$ cat config.mk
export PLATFORM = sky130hd
export DESIGN_NAME = mdi_meter_ctrl
export DESIGN_NICKNAME = d
export VERILOG_FILES = /design/src/logic/mdi_pkg.sv /design/src/logic/mdi_meter_ctrl.sv /design/src/logic/mdi_busy_timer.sv /design/src/logic/mdi_irq_gate.sv
export SDC_FILE = /design/constraint.sdc
export NUM_CORES = 1
export LEC_CHECK = 0
export BUFFER_PORTS_ARGS = -buffer_cell sky130_fd_sc_hd__buf_2
export CAP_MARGIN = 40
export CORE_MARGIN = 4
export CORE_UTILIZATION = 35
export CTS_BUF_LIST = sky130_fd_sc_hd__clkbuf_2
export DETAILED_ROUTE_END_ITERATION = 10
export PLACE_DENSITY_LB_ADDON = 0.12
export SYNTH_ARGS = -nofsm -noshare
export SYNTH_HDL_FRONTEND = slang
export SYNTH_SLANG_ARGS = --single-unit
$ cat constraint.sdc
create_clock -name core_clk -period 4.7 [get_ports core_clk]
set_input_delay 0.47 -clock core_clk [delete_from_list [all_inputs] [get_ports core_clk]]
set_output_delay 0.47 -clock core_clk [all_outputs]
set_load 0.01 [all_outputs]
$ cat src/logic/mdi_pkg.sv
// Package: opcodes, power-on encodings and latency constants
package mdi_pkg;
    // Clock
    localparam int CLK_MHZ = 100;
    // Register port offsets (byte addresses)
    localparam logic [3:0] OFS_CMD = 4'h0;
    localparam logic [3:0] OFS_PARAM = 4'h4;
    localparam logic [3:0] OFS_RESP = 4'h8;
    localparam logic [3:0] OFS_STATUS = 4'hC;
    // Command opcodes
    localparam logic [7:0] OP_FUNC = 8'h01;
    localparam logic [7:0] OP_RANGE = 8'h02;
    localparam logic [7:0] OP_APER = 8'h03;
    localparam logic [7:0] OP_AZERO = 8'h04;
    localparam logic [7:0] OP_TDELAY = 8'h17;
    localparam logic [7:0] OP_SEND_ERR = 8'h0F;
    localparam logic [7:0] OP_IRQ_EN = 8'h1A;
    localparam logic [7:0] OP_IRQ_QRY = 8'h22;
    localparam logic [7:0] OP_STAT_QRY = 8'h05;
    // Error codes
    localparam logic [7:0] ERR_NONE = 8'h00;
    localparam logic [7:0] ERR_BAD_OP = 8'h01;
    localparam logic [7:0] ERR_BAD_PARAM = 8'h03;
    // Function codes
    localparam logic [7:0] FN_DCV = 8'h00;
    localparam logic [7:0] FN_ACV = 8'h01;
    localparam logic [7:0] FN_RES = 8'h02;
    // Aperture codes
    localparam logic [7:0] AP_320MS = 8'h00;
    localparam logic [7:0] AP_16MS7 = 8'h01;
    localparam logic [7:0] AP_2MS5 = 8'h02;
    localparam logic [7:0] AP_100US = 8'h03;
    localparam logic [7:0] AP_10US = 8'h04;
    localparam logic [7:0] AP_267MS = 8'h05;
    localparam logic [7:0] AP_20MS = 8'h06;
    // Power-on encodings
    localparam logic [7:0] RST_FUNC = 8'h00;
    localparam logic [7:0] RST_RANGE = 8'h02;
    localparam logic [7:0] RST_APER = 8'h01;
    localparam logic [7:0] RST_AZERO = 8'h00;
    localparam logic [7:0] RST_OFFCOMP = 8'h00;
    localparam logic [7:0] RST_TRIGSRC = 8'h00;
    localparam logic [7:0] RST_SAMPSRC = 8'h00;
    localparam logic [7:0] RST_ARM = 8'h00;
    localparam logic [23:0] RST_TRIG_CNT = 24'h000001;
    localparam logic [23:0] RST_SAMP_CNT = 24'h000001;
    localparam logic [23:0] RST_TDELAY = 24'h000000;
    localparam int SAMP_RATE_MS = 50;
    localparam logic [15:0] RST_SAMP_PER = 16'(SAMP_RATE_MS * 1000);
    localparam int ACV_TDELAY_MS = 250;
    localparam logic [23:0] ACV_TDELAY = 24'(ACV_TDELAY_MS * 1000);
    // Status bits
    localparam int ST_DONE = 7;
    localparam int ST_NOERR = 6;
    localparam int ST_COMPLETE = 5;
    // Mask bits
    localparam int MB_RDY = 0;
    localparam int MB_DONE = 1;
    localparam int MB_ERR = 2;
    localparam int MB_CMPL = 3;
    localparam int MB_HALF = 4;
    localparam int MASK_W = 5;
    // Latencies in microseconds; cycles derived
    localparam int T_FN_DC_RES_US = 750;
    localparam int T_FN_FROM_AC_US = 12000;
    localparam int T_FN_TO_AC_AZ_US = 530000;
    localparam int T_FN_TO_AC_US = 15000;
    localparam int T_AP_123_US = 123000;
    localparam int T_AP_106_US = 106000;
    localparam int T_AP_36_US = 36000;
    localparam int T_AP_24_US = 24000;
    localparam int T_AP_23_US = 23000;
    localparam int T_AP_AC_US = 1000000;
    localparam int T_RANGE_US = 200;
    localparam int CYC_FN_DC_RES = T_FN_DC_RES_US * CLK_MHZ;
    localparam int CYC_FN_FROM_AC = T_FN_FROM_AC_US * CLK_MHZ;
    localparam int CYC_FN_TO_AC_AZ = T_FN_TO_AC_AZ_US * CLK_MHZ;
    localparam int CYC_FN_TO_AC = T_FN_TO_AC_US * CLK_MHZ;
    localparam int CYC_AP_123 = T_AP_123_US * CLK_MHZ;
    localparam int CYC_AP_106 = T_AP_106_US * CLK_MHZ;
    localparam int CYC_AP_36 = T_AP_36_US * CLK_MHZ;
    localparam int CYC_AP_24 = T_AP_24_US * CLK_MHZ;
    localparam int CYC_AP_23 = T_AP_23_US * CLK_MHZ;
    localparam int CYC_AP_AC = T_AP_AC_US * CLK_MHZ;
    localparam int CYC_RANGE = T_RANGE_US * CLK_MHZ;
    // Command states
    typedef enum logic [2:0] {
        CS_IDLE = 3'b001,
        CS_PARAM = 3'b010,
        CS_EXEC = 3'b100
    } mdi_cmd_state_t;
endpackage

$ cat src/logic/mdi_meter_ctrl.sv
// Command interpreter: power-on state, change latencies, interrupt mask
//
// Our own choices: the address-and-strobe port and the placing of the registers.
`timescale 1ns/1ns
//////////////////////////////////////////////////////////////////////////
// Function
// Power-on: DC voltage, 8V, 16.7 ms, autozero on, others immediate/one.
// Power-on encodings: function 00, range 02, aperture 01, others 00; code loads trigger and sample counts 1 and sample period 50000.
// Same latencies apply to any command path reaching this interpreter.
// DC voltage/resistance swap 750 us; from AC voltage 12 ms.
// Into AC voltage: 530 ms with autozero on, 15 ms off.
// DC/resistance aperture set: 123, 106, 36, 24 or 23 ms.
// Any aperture set in AC voltage mode takes 1.0 s.
// Entering AC voltage loads 250 ms trigger delay; later command overrides.
// Range change keeps device busy about 200 us.
// Mask bit 0 enables interrupt on reading available.
// Mask bit 1 enables interrupt while status bit 7 is one.
// Mask bit 2 enables interrupt while status bit 6 is zero.
// Mask bit 3 enables interrupt while status bit 5 is one.
// Mask bit 4 enables interrupt at data buffer half full.
// Host writes opcode 26 then condition weight to enable interrupts.
// Query opcode 34 returns the enabled interrupt mask.
// Interrupt request is driven out to the backplane.
// Error clears status bit 6, stores code; send-error returns it.
// Request only while an enabled condition is true; zero mask disables.
// Busy held while any change latency runs.
module mdi_meter_ctrl #(
    parameter int CNT_W = 28
) (
    // Clock and reset
    input wire logic core_clk,
    input wire logic reset,
    // Register port
    input wire logic [3:0] regAddr,
    input wire logic [7:0] regWrData,
    input wire logic regWrite,
    input wire logic regRead,
    output logic [7:0] regRdData,
    // Measurement events
    input wire logic readingAvail,
    input wire logic measComplete,
    input wire logic bufHalfFull,
    // Backplane and state
    output logic irqOut,
    output logic busyOut,
    output logic [7:0] funcOut,
    output logic [7:0] rangeOut,
    output logic [7:0] apertureOut,
    output logic [23:0] trigDelayOut
);
    //////////////////////////////////////////////////////////////////////
    mdi_pkg::mdi_cmd_state_t st_q;
    mdi_pkg::mdi_cmd_state_t st_d;
    logic [7:0] op_q, op_d;
    logic [7:0] par_q, par_d;
    logic [1:0] pcnt_q, pcnt_d;
    logic [7:0] func_q, func_d;
    logic [7:0] range_q, range_d;
    logic [7:0] aper_q, aper_d;
    logic [7:0] azero_q, azero_d;
    logic [23:0] tdel_q, tdel_d;
    logic [7:0] err_q, err_d;
    logic [4:0] mask_q, mask_d;
    logic [7:0] resp_q, resp_d;
    logic [7:0] rd_q, rd_d;
    logic done_q, done_d;
    logic noErr_q, noErr_d;
    logic cmpl_q, cmpl_d;
    logic rdy_q, rdy_d;
    logic load;
    logic [CNT_W-1:0] loadCycles;
    logic busy;
    logic [4:0] cond;
    logic irqReq;
    logic busy_q;
    logic [7:0] offComp_q, trigSrc_q, sampSrc_q, arm_q;
    logic [23:0] trigCnt_q, sampCnt_q;
    logic [15:0] sampPer_q;

    //////////////////////////////////////////////////////////////////////
    // Latency choice for function and aperture changes
    function automatic logic [CNT_W-1:0] fnCycles(
        input logic [7:0] from, input logic [7:0] to, input logic az
    );
        int c;
        c = mdi_pkg::CYC_FN_DC_RES;
        if (to == mdi_pkg::FN_ACV) begin
            c = az ? mdi_pkg::CYC_FN_TO_AC_AZ : mdi_pkg::CYC_FN_TO_AC;
        end else if (from == mdi_pkg::FN_ACV) begin
            c = mdi_pkg::CYC_FN_FROM_AC;
        end
        return CNT_W'(c);
    endfunction

    function automatic logic [CNT_W-1:0] apCycles(
        input logic [7:0] fn, input logic [7:0] ap
    );
        int c;
        case (ap)
            mdi_pkg::AP_320MS, mdi_pkg::AP_20MS: c = mdi_pkg::CYC_AP_123;
            mdi_pkg::AP_267MS, mdi_pkg::AP_16MS7: c = mdi_pkg::CYC_AP_106;
            mdi_pkg::AP_2MS5: c = mdi_pkg::CYC_AP_36;
            mdi_pkg::AP_100US: c = mdi_pkg::CYC_AP_24;
            default: c = mdi_pkg::CYC_AP_23;
        endcase
        if (fn == mdi_pkg::FN_ACV) begin
            c = mdi_pkg::CYC_AP_AC;
        end
        return CNT_W'(c);
    endfunction

    //////////////////////////////////////////////////////////////////////
    // Command interpreter next state
    always_comb begin
        st_d = st_q;
        op_d = op_q;
        par_d = par_q;
        pcnt_d = pcnt_q;
        func_d = func_q;
        range_d = range_q;
        aper_d = aper_q;
        azero_d = azero_q;
        tdel_d = tdel_q;
        err_d = err_q;
        mask_d = mask_q;
        resp_d = resp_q;
        noErr_d = noErr_q;
        load = 1'b0;
        loadCycles = '0;
        case (st_q)
            mdi_pkg::CS_IDLE: begin
                if (regWrite && regAddr == mdi_pkg::OFS_CMD) begin
                    op_d = regWrData;
                    pcnt_d = 2'd0;
                    case (regWrData)
                        mdi_pkg::OP_FUNC, mdi_pkg::OP_RANGE,
                        mdi_pkg::OP_APER, mdi_pkg::OP_AZERO,
                        mdi_pkg::OP_IRQ_EN: st_d = mdi_pkg::CS_PARAM;
                        mdi_pkg::OP_TDELAY: st_d = mdi_pkg::CS_PARAM;
                        mdi_pkg::OP_SEND_ERR: begin
                            resp_d = err_q;
                            err_d = mdi_pkg::ERR_NONE;
                            noErr_d = 1'b1;
                        end
                        mdi_pkg::OP_IRQ_QRY: begin
                            resp_d = {3'b000, mask_q};
                        end
                        mdi_pkg::OP_STAT_QRY: begin
                            resp_d = func_q;
                        end
                        default: begin
                            err_d = mdi_pkg::ERR_BAD_OP;
                            noErr_d = 1'b0;
                        end
                    endcase
                end
            end
            mdi_pkg::CS_PARAM: begin
                if (regWrite && regAddr == mdi_pkg::OFS_PARAM) begin
                    par_d = regWrData;
                    if (op_q == mdi_pkg::OP_TDELAY) begin
                        // Three bytes, high first; each shifts in as written
                        tdel_d = {tdel_q[15:0], regWrData};
                        pcnt_d = pcnt_q + 2'd1;
                        if (pcnt_q == 2'd2) begin
                            st_d = mdi_pkg::CS_IDLE;
                        end
                    end else begin
                        st_d = mdi_pkg::CS_EXEC;
                    end
                end
            end
            mdi_pkg::CS_EXEC: begin
                st_d = mdi_pkg::CS_IDLE;
                case (op_q)
                    mdi_pkg::OP_FUNC: begin
                        if (par_q > mdi_pkg::FN_RES) begin
                            err_d = mdi_pkg::ERR_BAD_PARAM;
                            noErr_d = 1'b0;
                        end else if (par_q != func_q) begin
                            func_d = par_q;
                            load = 1'b1;
                            loadCycles = fnCycles(func_q, par_q,
                                azero_q == mdi_pkg::RST_AZERO);
                            if (par_q == mdi_pkg::FN_ACV) begin
                                tdel_d = mdi_pkg::ACV_TDELAY;
                            end
                        end
                    end
                    mdi_pkg::OP_APER: begin
                        if (par_q > mdi_pkg::AP_20MS) begin
                            err_d = mdi_pkg::ERR_BAD_PARAM;
                            noErr_d = 1'b0;
                        end else begin
                            aper_d = par_q;
                            load = 1'b1;
                            loadCycles = apCycles(func_q, par_q);
                        end
                    end
                    mdi_pkg::OP_RANGE: begin
                        range_d = par_q;
                        load = 1'b1;
                        loadCycles = CNT_W'(mdi_pkg::CYC_RANGE);
                    end
                    mdi_pkg::OP_AZERO: azero_d = par_q;
                    mdi_pkg::OP_IRQ_EN: begin
                        if (par_q > 8'h1F) begin
                            err_d = mdi_pkg::ERR_BAD_PARAM;
                            noErr_d = 1'b0;
                        end else begin
                            mask_d = par_q[4:0];
                        end
                    end
                    default: ;
                endcase
            end
            default: st_d = mdi_pkg::CS_IDLE;
        endcase
        // Read data stands in the cycle after the strobe only
        rd_d = 8'h00;
        if (regRead) begin
            case (regAddr)
                mdi_pkg::OFS_RESP: rd_d = resp_q;
                mdi_pkg::OFS_STATUS:
                    rd_d = {done_q, noErr_q, cmpl_q, 4'h0, busy_q};
                default: rd_d = 8'h00;
            endcase
        end
        // Sticky flags: set wins over clear
        done_d = (done_q && !(regRead && regAddr == mdi_pkg::OFS_STATUS))
            || (busy_q && !busy);
        cmpl_d = (cmpl_q && !(regRead && regAddr == mdi_pkg::OFS_STATUS))
            || measComplete;
        rdy_d = (rdy_q && !(regRead && regAddr == mdi_pkg::OFS_RESP))
            || readingAvail;
    end

    //////////////////////////////////////////////////////////////////////
    always_ff @(posedge core_clk or posedge reset) begin
        if (reset) begin
            st_q <= mdi_pkg::CS_IDLE;
            op_q <= 8'h00;
            par_q <= 8'h00;
            pcnt_q <= 2'd0;
            func_q <= mdi_pkg::RST_FUNC;
            range_q <= mdi_pkg::RST_RANGE;
            aper_q <= mdi_pkg::RST_APER;
            azero_q <= mdi_pkg::RST_AZERO;
            offComp_q <= mdi_pkg::RST_OFFCOMP;
            trigSrc_q <= mdi_pkg::RST_TRIGSRC;
            sampSrc_q <= mdi_pkg::RST_SAMPSRC;
            arm_q <= mdi_pkg::RST_ARM;
            trigCnt_q <= mdi_pkg::RST_TRIG_CNT;
            sampCnt_q <= mdi_pkg::RST_SAMP_CNT;
            sampPer_q <= mdi_pkg::RST_SAMP_PER;
            tdel_q <= mdi_pkg::RST_TDELAY;
            err_q <= mdi_pkg::ERR_NONE;
            mask_q <= 5'h00;
            resp_q <= 8'h00;
            rd_q <= 8'h00;
            done_q <= 1'b0;
            noErr_q <= 1'b1;
            cmpl_q <= 1'b0;
            rdy_q <= 1'b0;
            busy_q <= 1'b0;
        end else begin
            st_q <= st_d;
            op_q <= op_d;
            par_q <= par_d;
            pcnt_q <= pcnt_d;
            func_q <= func_d;
            range_q <= range_d;
            aper_q <= aper_d;
            azero_q <= azero_d;
            tdel_q <= tdel_d;
            err_q <= err_d;
            mask_q <= mask_d;
            resp_q <= resp_d;
            rd_q <= rd_d;
            done_q <= done_d;
            noErr_q <= noErr_d;
            cmpl_q <= cmpl_d;
            rdy_q <= rdy_d;
            busy_q <= busy || load;
        end
    end

    //////////////////////////////////////////////////////////////////////
    mdi_busy_timer #(.CNT_W(CNT_W)) u_busy (
        .core_clk(core_clk),
        .reset(reset),
        .load(load),
        .loadCycles(loadCycles),
        .busy(busy)
    );

    assign cond[mdi_pkg::MB_RDY] = rdy_q;
    assign cond[mdi_pkg::MB_DONE] = done_q;
    assign cond[mdi_pkg::MB_ERR] = !noErr_q;
    assign cond[mdi_pkg::MB_CMPL] = cmpl_q;
    assign cond[mdi_pkg::MB_HALF] = bufHalfFull;

    mdi_irq_gate #(.MASK_W(mdi_pkg::MASK_W)) u_irq (
        .core_clk(core_clk),
        .reset(reset),
        .cond(cond),
        .mask(mask_q),
        .irqReq(irqReq)
    );

    assign irqOut = irqReq;
    assign busyOut = busy_q;
    assign regRdData = rd_q;
    assign funcOut = func_q;
    assign rangeOut = range_q;
    assign apertureOut = aper_q;
    assign trigDelayOut = tdel_q;

    //////////////////////////////////////////////////////////////////////
    a_irq_masked: assert property (@(posedge core_clk) disable iff (reset)
        (mask_q == 5'h00) |=> !irqOut) else $error("irq with zero mask");
    a_irq_mask_wr: assert property (@(posedge core_clk) disable iff (reset)
        (st_q == mdi_pkg::CS_EXEC && op_q == mdi_pkg::OP_IRQ_EN
         && par_q <= 8'h1F) |=> mask_q == $past(par_q[4:0]))
        else $error("mask not written");
    a_range_busy: assert property (@(posedge core_clk) disable iff (reset)
        (load && op_q == mdi_pkg::OP_RANGE) |=> busyOut [*8])
        else $error("range busy short");
    a_acv_delay: assert property (@(posedge core_clk) disable iff (reset)
        (st_q == mdi_pkg::CS_EXEC && op_q == mdi_pkg::OP_FUNC
         && par_q == mdi_pkg::FN_ACV && func_q != mdi_pkg::FN_ACV)
        |=> trigDelayOut == mdi_pkg::ACV_TDELAY)
        else $error("no acv delay");
    a_err_flag: assert property (@(posedge core_clk) disable iff (reset)
        (err_q != mdi_pkg::ERR_NONE) |-> !noErr_q)
        else $error("error flag mismatch");
    a_query_mask: assert property (@(posedge core_clk) disable iff (reset)
        (st_q == mdi_pkg::CS_IDLE && regWrite && regAddr == mdi_pkg::OFS_CMD
         && regWrData == mdi_pkg::OP_IRQ_QRY) |=> resp_q == {3'b000, mask_q})
        else $error("bad mask query");
    a_rdy_irq: assert property (@(posedge core_clk) disable iff (reset)
        (rdy_q && mask_q[mdi_pkg::MB_RDY]) |=> irqOut)
        else $error("ready irq missing");
    a_half_irq: assert property (@(posedge core_clk) disable iff (reset)
        (bufHalfFull && mask_q[mdi_pkg::MB_HALF]) |=> irqOut)
        else $error("half irq missing");
endmodule // mdi_meter_ctrl

$ cat src/logic/mdi_busy_timer.sv
// Busy countdown that holds off measurements during a change
`timescale 1ns/1ns
module mdi_busy_timer #(
    parameter int CNT_W = 28
) (
    // Clock and reset
    input wire logic core_clk,
    input wire logic reset,
    // Load
    input wire logic load,
    input wire logic [CNT_W-1:0] loadCycles,
    // State
    output logic busy
);
    logic [CNT_W-1:0] cnt_q;
    logic [CNT_W-1:0] cnt_d;

    initial begin
        if (CNT_W < 27) $error("mdi_busy_timer: CNT_W too small");
    end

    always_comb begin
        cnt_d = cnt_q;
        if (load) begin
            cnt_d = loadCycles;
        end else if (cnt_q != '0) begin
            cnt_d = cnt_q - CNT_W'(1);
        end
    end

    always_ff @(posedge core_clk or posedge reset) begin
        if (reset) begin
            cnt_q <= '0;
        end else begin
            cnt_q <= cnt_d;
        end
    end

    assign busy = (cnt_q != '0);
endmodule // mdi_busy_timer

$ cat src/logic/mdi_irq_gate.sv
// Interrupt request gating from live conditions and the enable mask
`timescale 1ns/1ns
module mdi_irq_gate #(
    parameter int MASK_W = mdi_pkg::MASK_W
) (
    // Clock and reset
    input wire logic core_clk,
    input wire logic reset,
    // Conditions and mask
    input wire logic [MASK_W-1:0] cond,
    input wire logic [MASK_W-1:0] mask,
    // Request
    output logic irqReq
);
    logic irq_q;
    logic irq_d;

    initial begin
        if (MASK_W != 5) $error("mdi_irq_gate: MASK_W must be 5");
    end

    always_comb begin
        irq_d = |(cond & mask);
    end

    always_ff @(posedge core_clk or posedge reset) begin
        if (reset) begin
            irq_q <= 1'b0;
        end else begin
            irq_q <= irq_d;
        end
    end

    assign irqReq = irq_q;
endmodule // mdi_irq_gate

==> flow_summary.ini, run 1 <==
[logic_synthesis]
ys_seq_area_share_pct = 51.80
ys.flop_type = dfrtp_1
synth_nets = 621
syn-mean-instance-area_sq_um = 10.80
synthesis.area_sq_um = 6482
synthCells = 600
synth_top_area_share_pct = 50.18
synth.area.top_cells = dfrtp_1, mux2_2, nand2_1
yosysWarningCount = 0
ys_ff_latch = 134
ys_async_sr_fraction_pct = 100.0
synth-edff-count = 0
synthDistinctLibCells = 66
synth_top_area_cell = dfrtp_1

[global_routing]
grt_busiest_layer = met2
grt_max_degree = 92
overflow = 0
grt_pass1_vias = 5083
grtUsageMet2_pct = 27.29
use_met3_pct = 3.538
grt.total_usage_pct = 16.70
antenna_found_initial = 1
grt_pass1_wl_mm = 27.11
use_met1_pct = 22.57

[cts]
cts_sinks = 134
clk_pin_slew_ns = 0.21
cts_setup_buffers = 0
cts_tree = built
ctsResizeCount = 0
cts-htree-levels = 4
ctsRootBufferMaster = clkbuf_2
cts_made_buffers = 17
cts_buffer_depth = 2
clk_latency_ns = 0.68

[floorplan]
io_pins = 77
coreArea_sq_um = 18090
fp.dieW_um = 144.1
start_util_pct = 35.84
die_area_sq_um = 20760
rows = 49
die_h_um = 144.1

[critical_path]
path_class = reg -> reg
path_max_fanout = 32
r2r_start = op_q[0]
reg2reg_to = u_busy.cnt_q[13]
cp_slowest_cell = a31o_2
max_stage_delay_ns = 0.62
reg2reg_setup_slack_ns = 1.92
startpoint_type = flop
cp.required_ns = 5.31
cp-end-kind = flop
crit_arrival_ns = 3.39
cp_cell_sequence = nor3b_1 > and4_1 > o2111a_1 > a31o_2 > a211oi_1 > a31oi_1
path_buf_inv = 0
critPathTopFamily = compound AO/OA/AOI/OAI gates
rr_worst_depth = 6

[timing]
hold_violations = 0
slew_viol_final = 0
fmax_ghz = 0.3594
fin_worst_skew_ns = 0.03450
slew_headroom_pct = 44.56
setup_viol = 0
layout_min_cycle_time_ns = 2.782
setup_tns_ns = 0
tightest_slew_ns = 0.8316
min_period_over_period_pct = 59.19
worst_slack_ns = 1.918
rsz0062_at_grt = false

[min_path]
min_to = trigDelayOut[5]
whs_path_depth = 2
hp-start = regWrData[5]
min_path_type = in -> reg

[drt]
postRouteAntennaNets = 0
drt_iter0_markers = 234
vias = 4879
via_per_inst = 5.309
detail_route.wirelength_mm = 16.29
drcViolationCount = 0
firstDrtPassIters = 7
wl_per_cell_um = 17.72

[power_and_ir_drop]
p_total_w = 0.002487
p_leak_nw = 3.630
power_density_nw_per_um2 = 334.5
vdd_drop_max_uv = 136.9

[cells_and_area]
final_cell_mix = dfrtp_1, buf_2, nand2_1, mux2_2, nor2_1
post_route_cells_drive_above_1_share_pct = 26.71
final_common_cell = dfrtp_1
syn_to_final_growth_pct = 14.71
fin_nets = 697
nFillCells = 1757

[run_status]
status = completed

[placed_design]
place_congestion = 0.8482
place_ws_ns = 1.538
dp.final_hpwl_mm = 11.66
port_buffers = 76

[job]
max_cap_violations = 0
-- timing repair --
item	4_1_cts	5_1_grt
hold buffers	4	1
setup endpoints to repair	0	0
hold endpoints to repair	91	1
-- synthesized netlist by cell type, drive strengths merged (5+ instances only) --
cell type and count:
a21oi 31, a221oi 5, a22o 17, a31oi 14, and2 9, buf 15, clkbuf 14, dfrtp 130
inv 12, mux2 45, mux2i 6, nand2 48, nand2b 7, nand3 19, nand4 7, nor2 41
nor2b 13, nor3 20, nor3b 8, nor4 9, o21ai 24, o22a 7, or3 6, or4 8
xnor2 19, xor2 13
-- through the flow --
step	cells	utilization (%)	hold slack, ns	cell area, sq um
5_1_grt	919	41.11	0.002309	7436
2_1_floorplan	600	-	0.4418	6482
3_5_place_dp	881	39.04	0.4650	7061
3_3_place_gp	878	38.91	0.4608	7037
6_report	919	41.11	0.1023	7436
4_1_cts	917	41.04	0.001716	7423
-- routing by layer --
metal	part of all wire, %	up-vias
met1	46	2415
met5	0	-
met2	48	109
met4	1.1	0
li1	-	2334
met3	4.0	21
-- cell type report --
class | instances | area, sq um | area share [%]
antenna | 1 | 2.502 | 0.03365
clock buffer | 19 | 95.09 | 1.279
clock inverter | 13 | 227.7 | 3.062
inverter | 12 | 50.05 | 0.6731
multi-input combinational | 425 | 2947 | 39.63
sequential | 134 | 3358 | 45.16
tap | 229 | 286.5 | 3.853
timing repair buffer | 86 | 469.2 | 6.310
-- worst max-delay path by stage --
stage | from | end | slack [ns] | cells after the start
after floorplan | reset | apertureOut[1] | 0.65 | 1
after global placement | regAddr[1] | trigDelayOut[21] | 1.64 | 7
after detailed placement | regAddr[1] | trigDelayOut[19] | 1.54 | 7
after CTS | op_q[0] | u_busy.cnt_q[10] | 1.93 | 6
after global routing | st_q[2] | trigDelayOut[1] | 1.65 | 6
final | op_q[0] | u_busy.cnt_q[13] | 1.92 | 6
-- sequential cells by signal, summed over array words and instances (netlist names), 3 cells and up --
name	flops
u_busy.cnt_q	28
resp_q	8
azero_q	8
funcOut	8
regRdData	8
par_q	8
rangeOut	8
st_q	3
op_q	8
mask_q	5
trigDelayOut	24
apertureOut	8
-- kinds of logic after synthesis --
kind of cell / share of synthesized area [%]
compound gates: 13.45
xor+xnor: 4.324
fa+ha+maj: 0.3860
buf+inv: 2.741
flops: 51.80
mux: 8.744
simple gates: 18.55
-- worst register-to-register path, cell delays in order, from the launching register on --
cell	delay, ns
dfrtp_1	0.61
nor3b_1	0.42
and4_1	0.32
o2111a_1	0.47
a31o_2	0.62
a211oi_1	0.13
a31oi_1	0.17
-- power breakdown --
part / total, W / internal [W] / leakage (nW) / switching [W]
clock network: 0.000888 / 0.000458 / 0.174 / 0.000430
logic: 0.000372 / 0.000155 / 1.63 / 0.000217
registers: 0.00123 / 0.00119 / 1.83 / 0.0000333
total: 0.00249 / 0.00181 / 3.63 / 0.000680
(Power assumes the default switching activity.)
==> run 2, diff against run 1 <==
--- a/config.mk
+++ b/config.mk
@@ -5,6 +5,7 @@
 export SDC_FILE = /design/constraint.sdc
 export NUM_CORES = 1
 export LEC_CHECK = 0
+export ABC_AREA = 1
 export BUFFER_PORTS_ARGS = -buffer_cell sky130_fd_sc_hd__buf_2
 export CAP_MARGIN = 40
 export CORE_MARGIN = 4
==> constraint.sdc (replaced) <==
create_clock -name core_clk -period 2.6 [get_ports core_clk]
set_input_delay 0.26 -clock core_clk [delete_from_list [all_inputs] [get_ports core_clk]]
set_output_delay 0.26 -clock core_clk [all_outputs]
set_load 0.01 [all_outputs]
==> flow_summary.ini, run 2 <==
[cts]
cts-htree-levels = 4
ctsResizeCount = 0
cts_made_buffers = 17
ctsRootBufferMaster = clkbuf_2
clk_latency_ns = 0.72
cts_tree = built
clk_pin_slew_ns = 0.23
cts_sinks = 134
cts_buffer_depth = 2

[logic_synthesis]
ys_seq_area_share_pct = 47.68
synth_top_area_share_pct = 46.19
synthesis.area_sq_um = 7043
syn-mean-instance-area_sq_um = 7.808
ys.flop_type = dfrtp_1
synth_nets = 923
yosysWarningCount = 0
ys_ff_latch = 134
yosysMostFrequentCell = nand2_1
synthDistinctLibCells = 46
synthCells = 902
synth.area.top_cells = dfrtp_1, nand2_1, nor2_1
ys_async_sr_fraction_pct = 100.0
synth_common_cells = nand2_1, dfrtp_1, nor2_1
synth_top_area_cell = dfrtp_1
synth-edff-count = 0

[power_and_ir_drop]
p_leak_nw = 4.248
vdd_drop_max_uv = 254.7
power_density_nw_per_um2 = 654.7
p_total_w = 0.005373

[critical_path]
path_buf_inv = 3
startpoint_type = flop
max_stage_delay_ns = 0.43
cp_slowest_cell = dfrtp_1
cp.required_ns = 3.17
critPathTopFamily = simple AND/OR/NAND/NOR gates
cp-end-kind = flop
path_max_fanout = 15
path_class = reg -> reg
crit_arrival_ns = 2.78
cp_cell_sequence = inv_1 > ha_1 > inv_2 > nor2_4 > nand2_2 > nor2_2 > nand3_2 > nor2_4 > inv_2 > a21oi_4 > a21oi_1

[timing]
slew_headroom_pct = 50.28
rsz0062_at_grt = false
slew_viol_final = 0
layout_min_cycle_time_ns = 2.210
hold_violations = 0
setup_tns_ns = 0
fmax_ghz = 0.4526
whs_ns = 0.06648
setup_viol = 0
fin_worst_skew_ns = 0.03744
tightest_slew_ns = 0.7442
min_period_over_period_pct = 84.99

[placed_design]
postPlaceCellArea_sq_um = 7726
place_congestion = 0.8831
dp.final_hpwl_mm = 14.67
port_buffers = 76

[floorplan]
rows = 51
die_area_sq_um = 22460
die_h_um = 149.9
start_util_pct = 35.84
fp.dieW_um = 149.9
coreArea_sq_um = 19650
io_pins = 77

[cells_and_area]
largest_register_ffs = 28
seq_area_sq_um = 3358
regMostFlops = u_busy.cnt_q
final_cell_mix = nand2_1, dfrtp_1, nor2_1, inv_1, buf_2
final_common_cell = nand2_1
syn_to_final_growth_pct = 16.52
nFillCells = 2113
post_route_cells_drive_above_1_share_pct = 17.84
fin_nets = 1028
final_area_sq_um = 8207
multi_input_area_sq_um = 3110

[drt]
vias = 6114
via_per_inst = 4.754
drcViolationCount = 0
firstDrtPassIters = 5
drt_iter0_markers = 446
postRouteAntennaNets = 0
wl_per_cell_um = 15.50
detail_route.wirelength_mm = 19.94

[global_routing]
antenna_found_initial = 1
grt_pass1_vias = 5931
grt_pass1_wl_mm = 32.75
grt.total_usage_pct = 18.64
overflow = 0
grt_max_degree = 45

[job]
max_cap_violations = 0

[run_status]
status = completed

[min_path]
min_path_type = in -> reg
## run 2: logic make-up after synthesis
kind of cell	count (synthesis)	synth area share (%)
adders and majority gates	2	0.3552
buffers and inverters	128	8.154
and+or+nand+nor	483	30.33
AOI/OAI and AO/OA	129	10.25
DFF	134	47.68
xor gates and xnor gates	26	3.233
## run 2: tightest hold or removal path, stage by stage
cell,delay (ns)
buf_2,0.08
nor2_1,0.05
nand4_1,0.16
o21ai_0,0.13
o21ai_0,0.08
inv_1,0.04
## run 2: per-stage QoR
| step | setup slack [ns] | std cells | utilization, % |
|---|---|---|---|
| 2_1_floorplan | 0.6781 | 902 | - |
| 3_3_place_gp | 0.3875 | 1232 | 39.23 |
| 3_5_place_dp | 0.4350 | 1233 | 39.31 |
| 4_1_cts | 0.3898 | 1284 | 41.69 |
| 5_1_grt | 0.1687 | 1286 | 41.76 |
| 6_report | 0.3904 | 1286 | 41.76 |
## run 2: power breakdown
part	internal, W	leakage (nW)	switching, W
Clock	0.000572	0.163	0.000901
Sequential	0.00234	1.72	0.000278
Combinational	0.000491	2.37	0.000787
Total	0.00341	4.25	0.00197
## run 2: repair_timing
action	CTS	global route
hold buffers	19	1
buffers inserted	0	0
endpoints found under the hold margin	66	1
## run 2: path summary, 6_finish.rpt
path                                    to  depth (start not counted)            start  slack, ns
min in group asynchronous     regRdData[3]                          3            reset       0.18
max                        u_busy.cnt_q[9]                         11  u_busy.cnt_q[0]       0.39
max reg2reg                u_busy.cnt_q[9]                         11  u_busy.cnt_q[0]       0.39
max in group asynchronous          op_q[4]                          4            reset       1.59
min                                st_q[0]                          6       regAddr[1]       0.07
min reg2reg                 apertureOut[4]                          2   apertureOut[4]       0.49
## run 2: cell type report
cell class | instances | area share, %
diodes | 1 | 0.03049
clock buffers | 18 | 1.098
multi-input cells | 640 | 37.90
flip-flops and latches | 134 | 40.92
inverters | 102 | 4.787
clock inverters | 14 | 2.287
well taps | 265 | 4.040
repair buffers | 112 | 8.934
## run 2: routing by layer
layer | global-route usage (%) | routed length [um]
met5 | 0 | 0
met4 | 4.895 | 265
met3 | 3.301 | 959
met2 | 27.60 | 8556
met1 | 28.09 | 10150
==> run 3, diff against run 2 <==
==> constraint.sdc (replaced) <==
create_clock -name core_clk -period 1.75 [get_ports core_clk]
set_input_delay 0.175 -clock core_clk [delete_from_list [all_inputs] [get_ports core_clk]]
set_output_delay 0.175 -clock core_clk [all_outputs]
set_load 0.01 [all_outputs]
==> flow_summary.ini, run 3 (same netlist as run 2, synthesis figures left out) <==
[timing]
fin_worst_skew_ns = 0.04212
slew_headroom_pct = 63.61
setup_viol = 25
setup_tns_ns = -0.9426
fmax_ghz = 0.5503
slew_viol_final = 0
layout_min_cycle_time_ns = 1.817
min_period_over_period_pct = 103.8
rsz0062_at_grt = true
whs_ns = 0.1016
tightest_slew_ns = 0.5459
worst_slack_ns = -0.06729
hold_violations = 0

[floorplan]
rows = 51
coreArea_sq_um = 19650
start_util_pct = 35.84
die_h_um = 149.9
io_pins = 77
fp.dieW_um = 149.9
die_area_sq_um = 22460

[critical_path]
startpoint_type = flop
crit_arrival_ns = 2.43
cp-end-kind = flop
path_class = reg -> reg
rr_worst_depth = 12
cp.required_ns = 2.36
reg2reg_setup_slack_ns = -0.07
path_max_fanout = 8

[cts]
clk_latency_ns = 0.74
cts_sinks = 134
cts-htree-levels = 4
cts_made_buffers = 17
clk_pin_slew_ns = 0.25
cts_buffer_depth = 2
cts_tree = built
ctsRootBufferMaster = clkbuf_2

[cells_and_area]
final_cells = 1436
regMostFlops = u_busy.cnt_q
post_route_cells_drive_above_1_share_pct = 37.35
fin_nets = 1178
final_cell_mix = nand2_1, buf_4, dfrtp_1, nor2_1, inv_1
utilization_pct = 51.04
nFillCells = 1949
syn_to_final_growth_pct = 42.44
largest_register_ffs = 28
final_common_cell = nand2_1

[power_and_ir_drop]
vdd_drop_max_uv = 456.4
power_density_nw_per_um2 = 897.4
p_leak_nw = 5.091

[drt]
firstDrtPassIters = 5
postRouteAntennaNets = 0
via_per_inst = 4.704
drcViolationCount = 0
vias = 6755
drt_iter0_markers = 324
wl_per_cell_um = 14.88
detail_route.wirelength_mm = 21.37

[global_routing]
grt_max_degree = 100
overflow = 0
grt_pass1_wl_mm = 34.13
grt_pass1_vias = 6530
antenna_found_initial = 1
grt.total_usage_pct = 19.23

[run_status]
status = finished with violations
violations = negative setup slack

[placed_design]
place_ws_ns = -0.09967
placed_cells = 1331
dp.final_hpwl_mm = 14.92
place_congestion = 0.8667
port_buffers = 76

[min_path]
whs_path_depth = 7
min_path_type = in -> reg

[job]
max_cap_violations = 0
## run 3: changes by cell type in the layout (fill, tap and decap cells not counted), moves of 17 or more
| cell | delta |
|---|---|
| buf_4 | +120 |
| nor2_1 | -17 |
| a21oi_1 | -20 |
| nand2_2 | +18 |
| a21oi_2 | +18 |
| nand2_1 | -22 |
| buf_6 | +23 |
## run 3: layout make-up
| class | instances | area (sq um) | area share, % |
|---|---|---|---|
| sequential | 134 | 3373 | 33.62 |
| clock inverter | 14 | 172.7 | 1.721 |
| multi-input combinational | 643 | 3596 | 35.84 |
| inverter | 102 | 400.4 | 3.991 |
| timing repair buffer | 259 | 2066 | 20.59 |
| antenna | 1 | 2.502 | 0.02494 |
| tap | 265 | 331.6 | 3.305 |
| clock buffer | 18 | 90.09 | 0.8980 |
## run 3: timing repair
action                     CTS  global route
cloned                       2             5
hold endpoints to repair   178             0
hold buffers                22             0
pin swaps                   17            32
setup endpoints to repair   36            76
resized for setup           49           128
buffers inserted            25            25
## run 3: layer usage
layer  global-route usage, %  wire length, um
met1                   28.42            10700
met2                   29.26             9658
met3                   3.816              748
met4                   4.117              259
met5                       0                0
## run 3: critical path: stages (launching register included)
cell and delay (ns):
dfrtp_1 0.44, inv_2 0.08, ha_4 0.14, inv_4 0.04, nor2_4 0.12, nand2_2 0.08
nor2_2 0.12, nand3_2 0.10, nor2_4 0.15, inv_4 0.07, a21oi_4 0.15, buf_8 0.17
a21oi_2 0.04
## run 3: power breakdown
group / internal [W] / switching, W
sequential: 0.00349 / 0.000368
combinational: 0.00146 / 0.00157
clock: 0.000821 / 0.00129
## run 3: worst paths after layout
check,from,endpoint
hold reg to reg,apertureOut[3],apertureOut[3]
min in group asynchronous,reset,regRdData[1]
setup reg to reg,u_busy.cnt_q[0],u_busy.cnt_q[10]
max in group asynchronous,reset,apertureOut[0]
hold / removal,regAddr[0],trigDelayOut[23]
setup / recovery,u_busy.cnt_q[0],u_busy.cnt_q[10]
## run 3: through the flow
stage               instance area (sq um)  power (W)
CTS                                  9412   0.008695
global route                        10030   0.009619
global placement                     8529   0.006328
finish                              10030   0.009003
floorplan                            7059   0.005375
detailed placement                   8529   0.006327
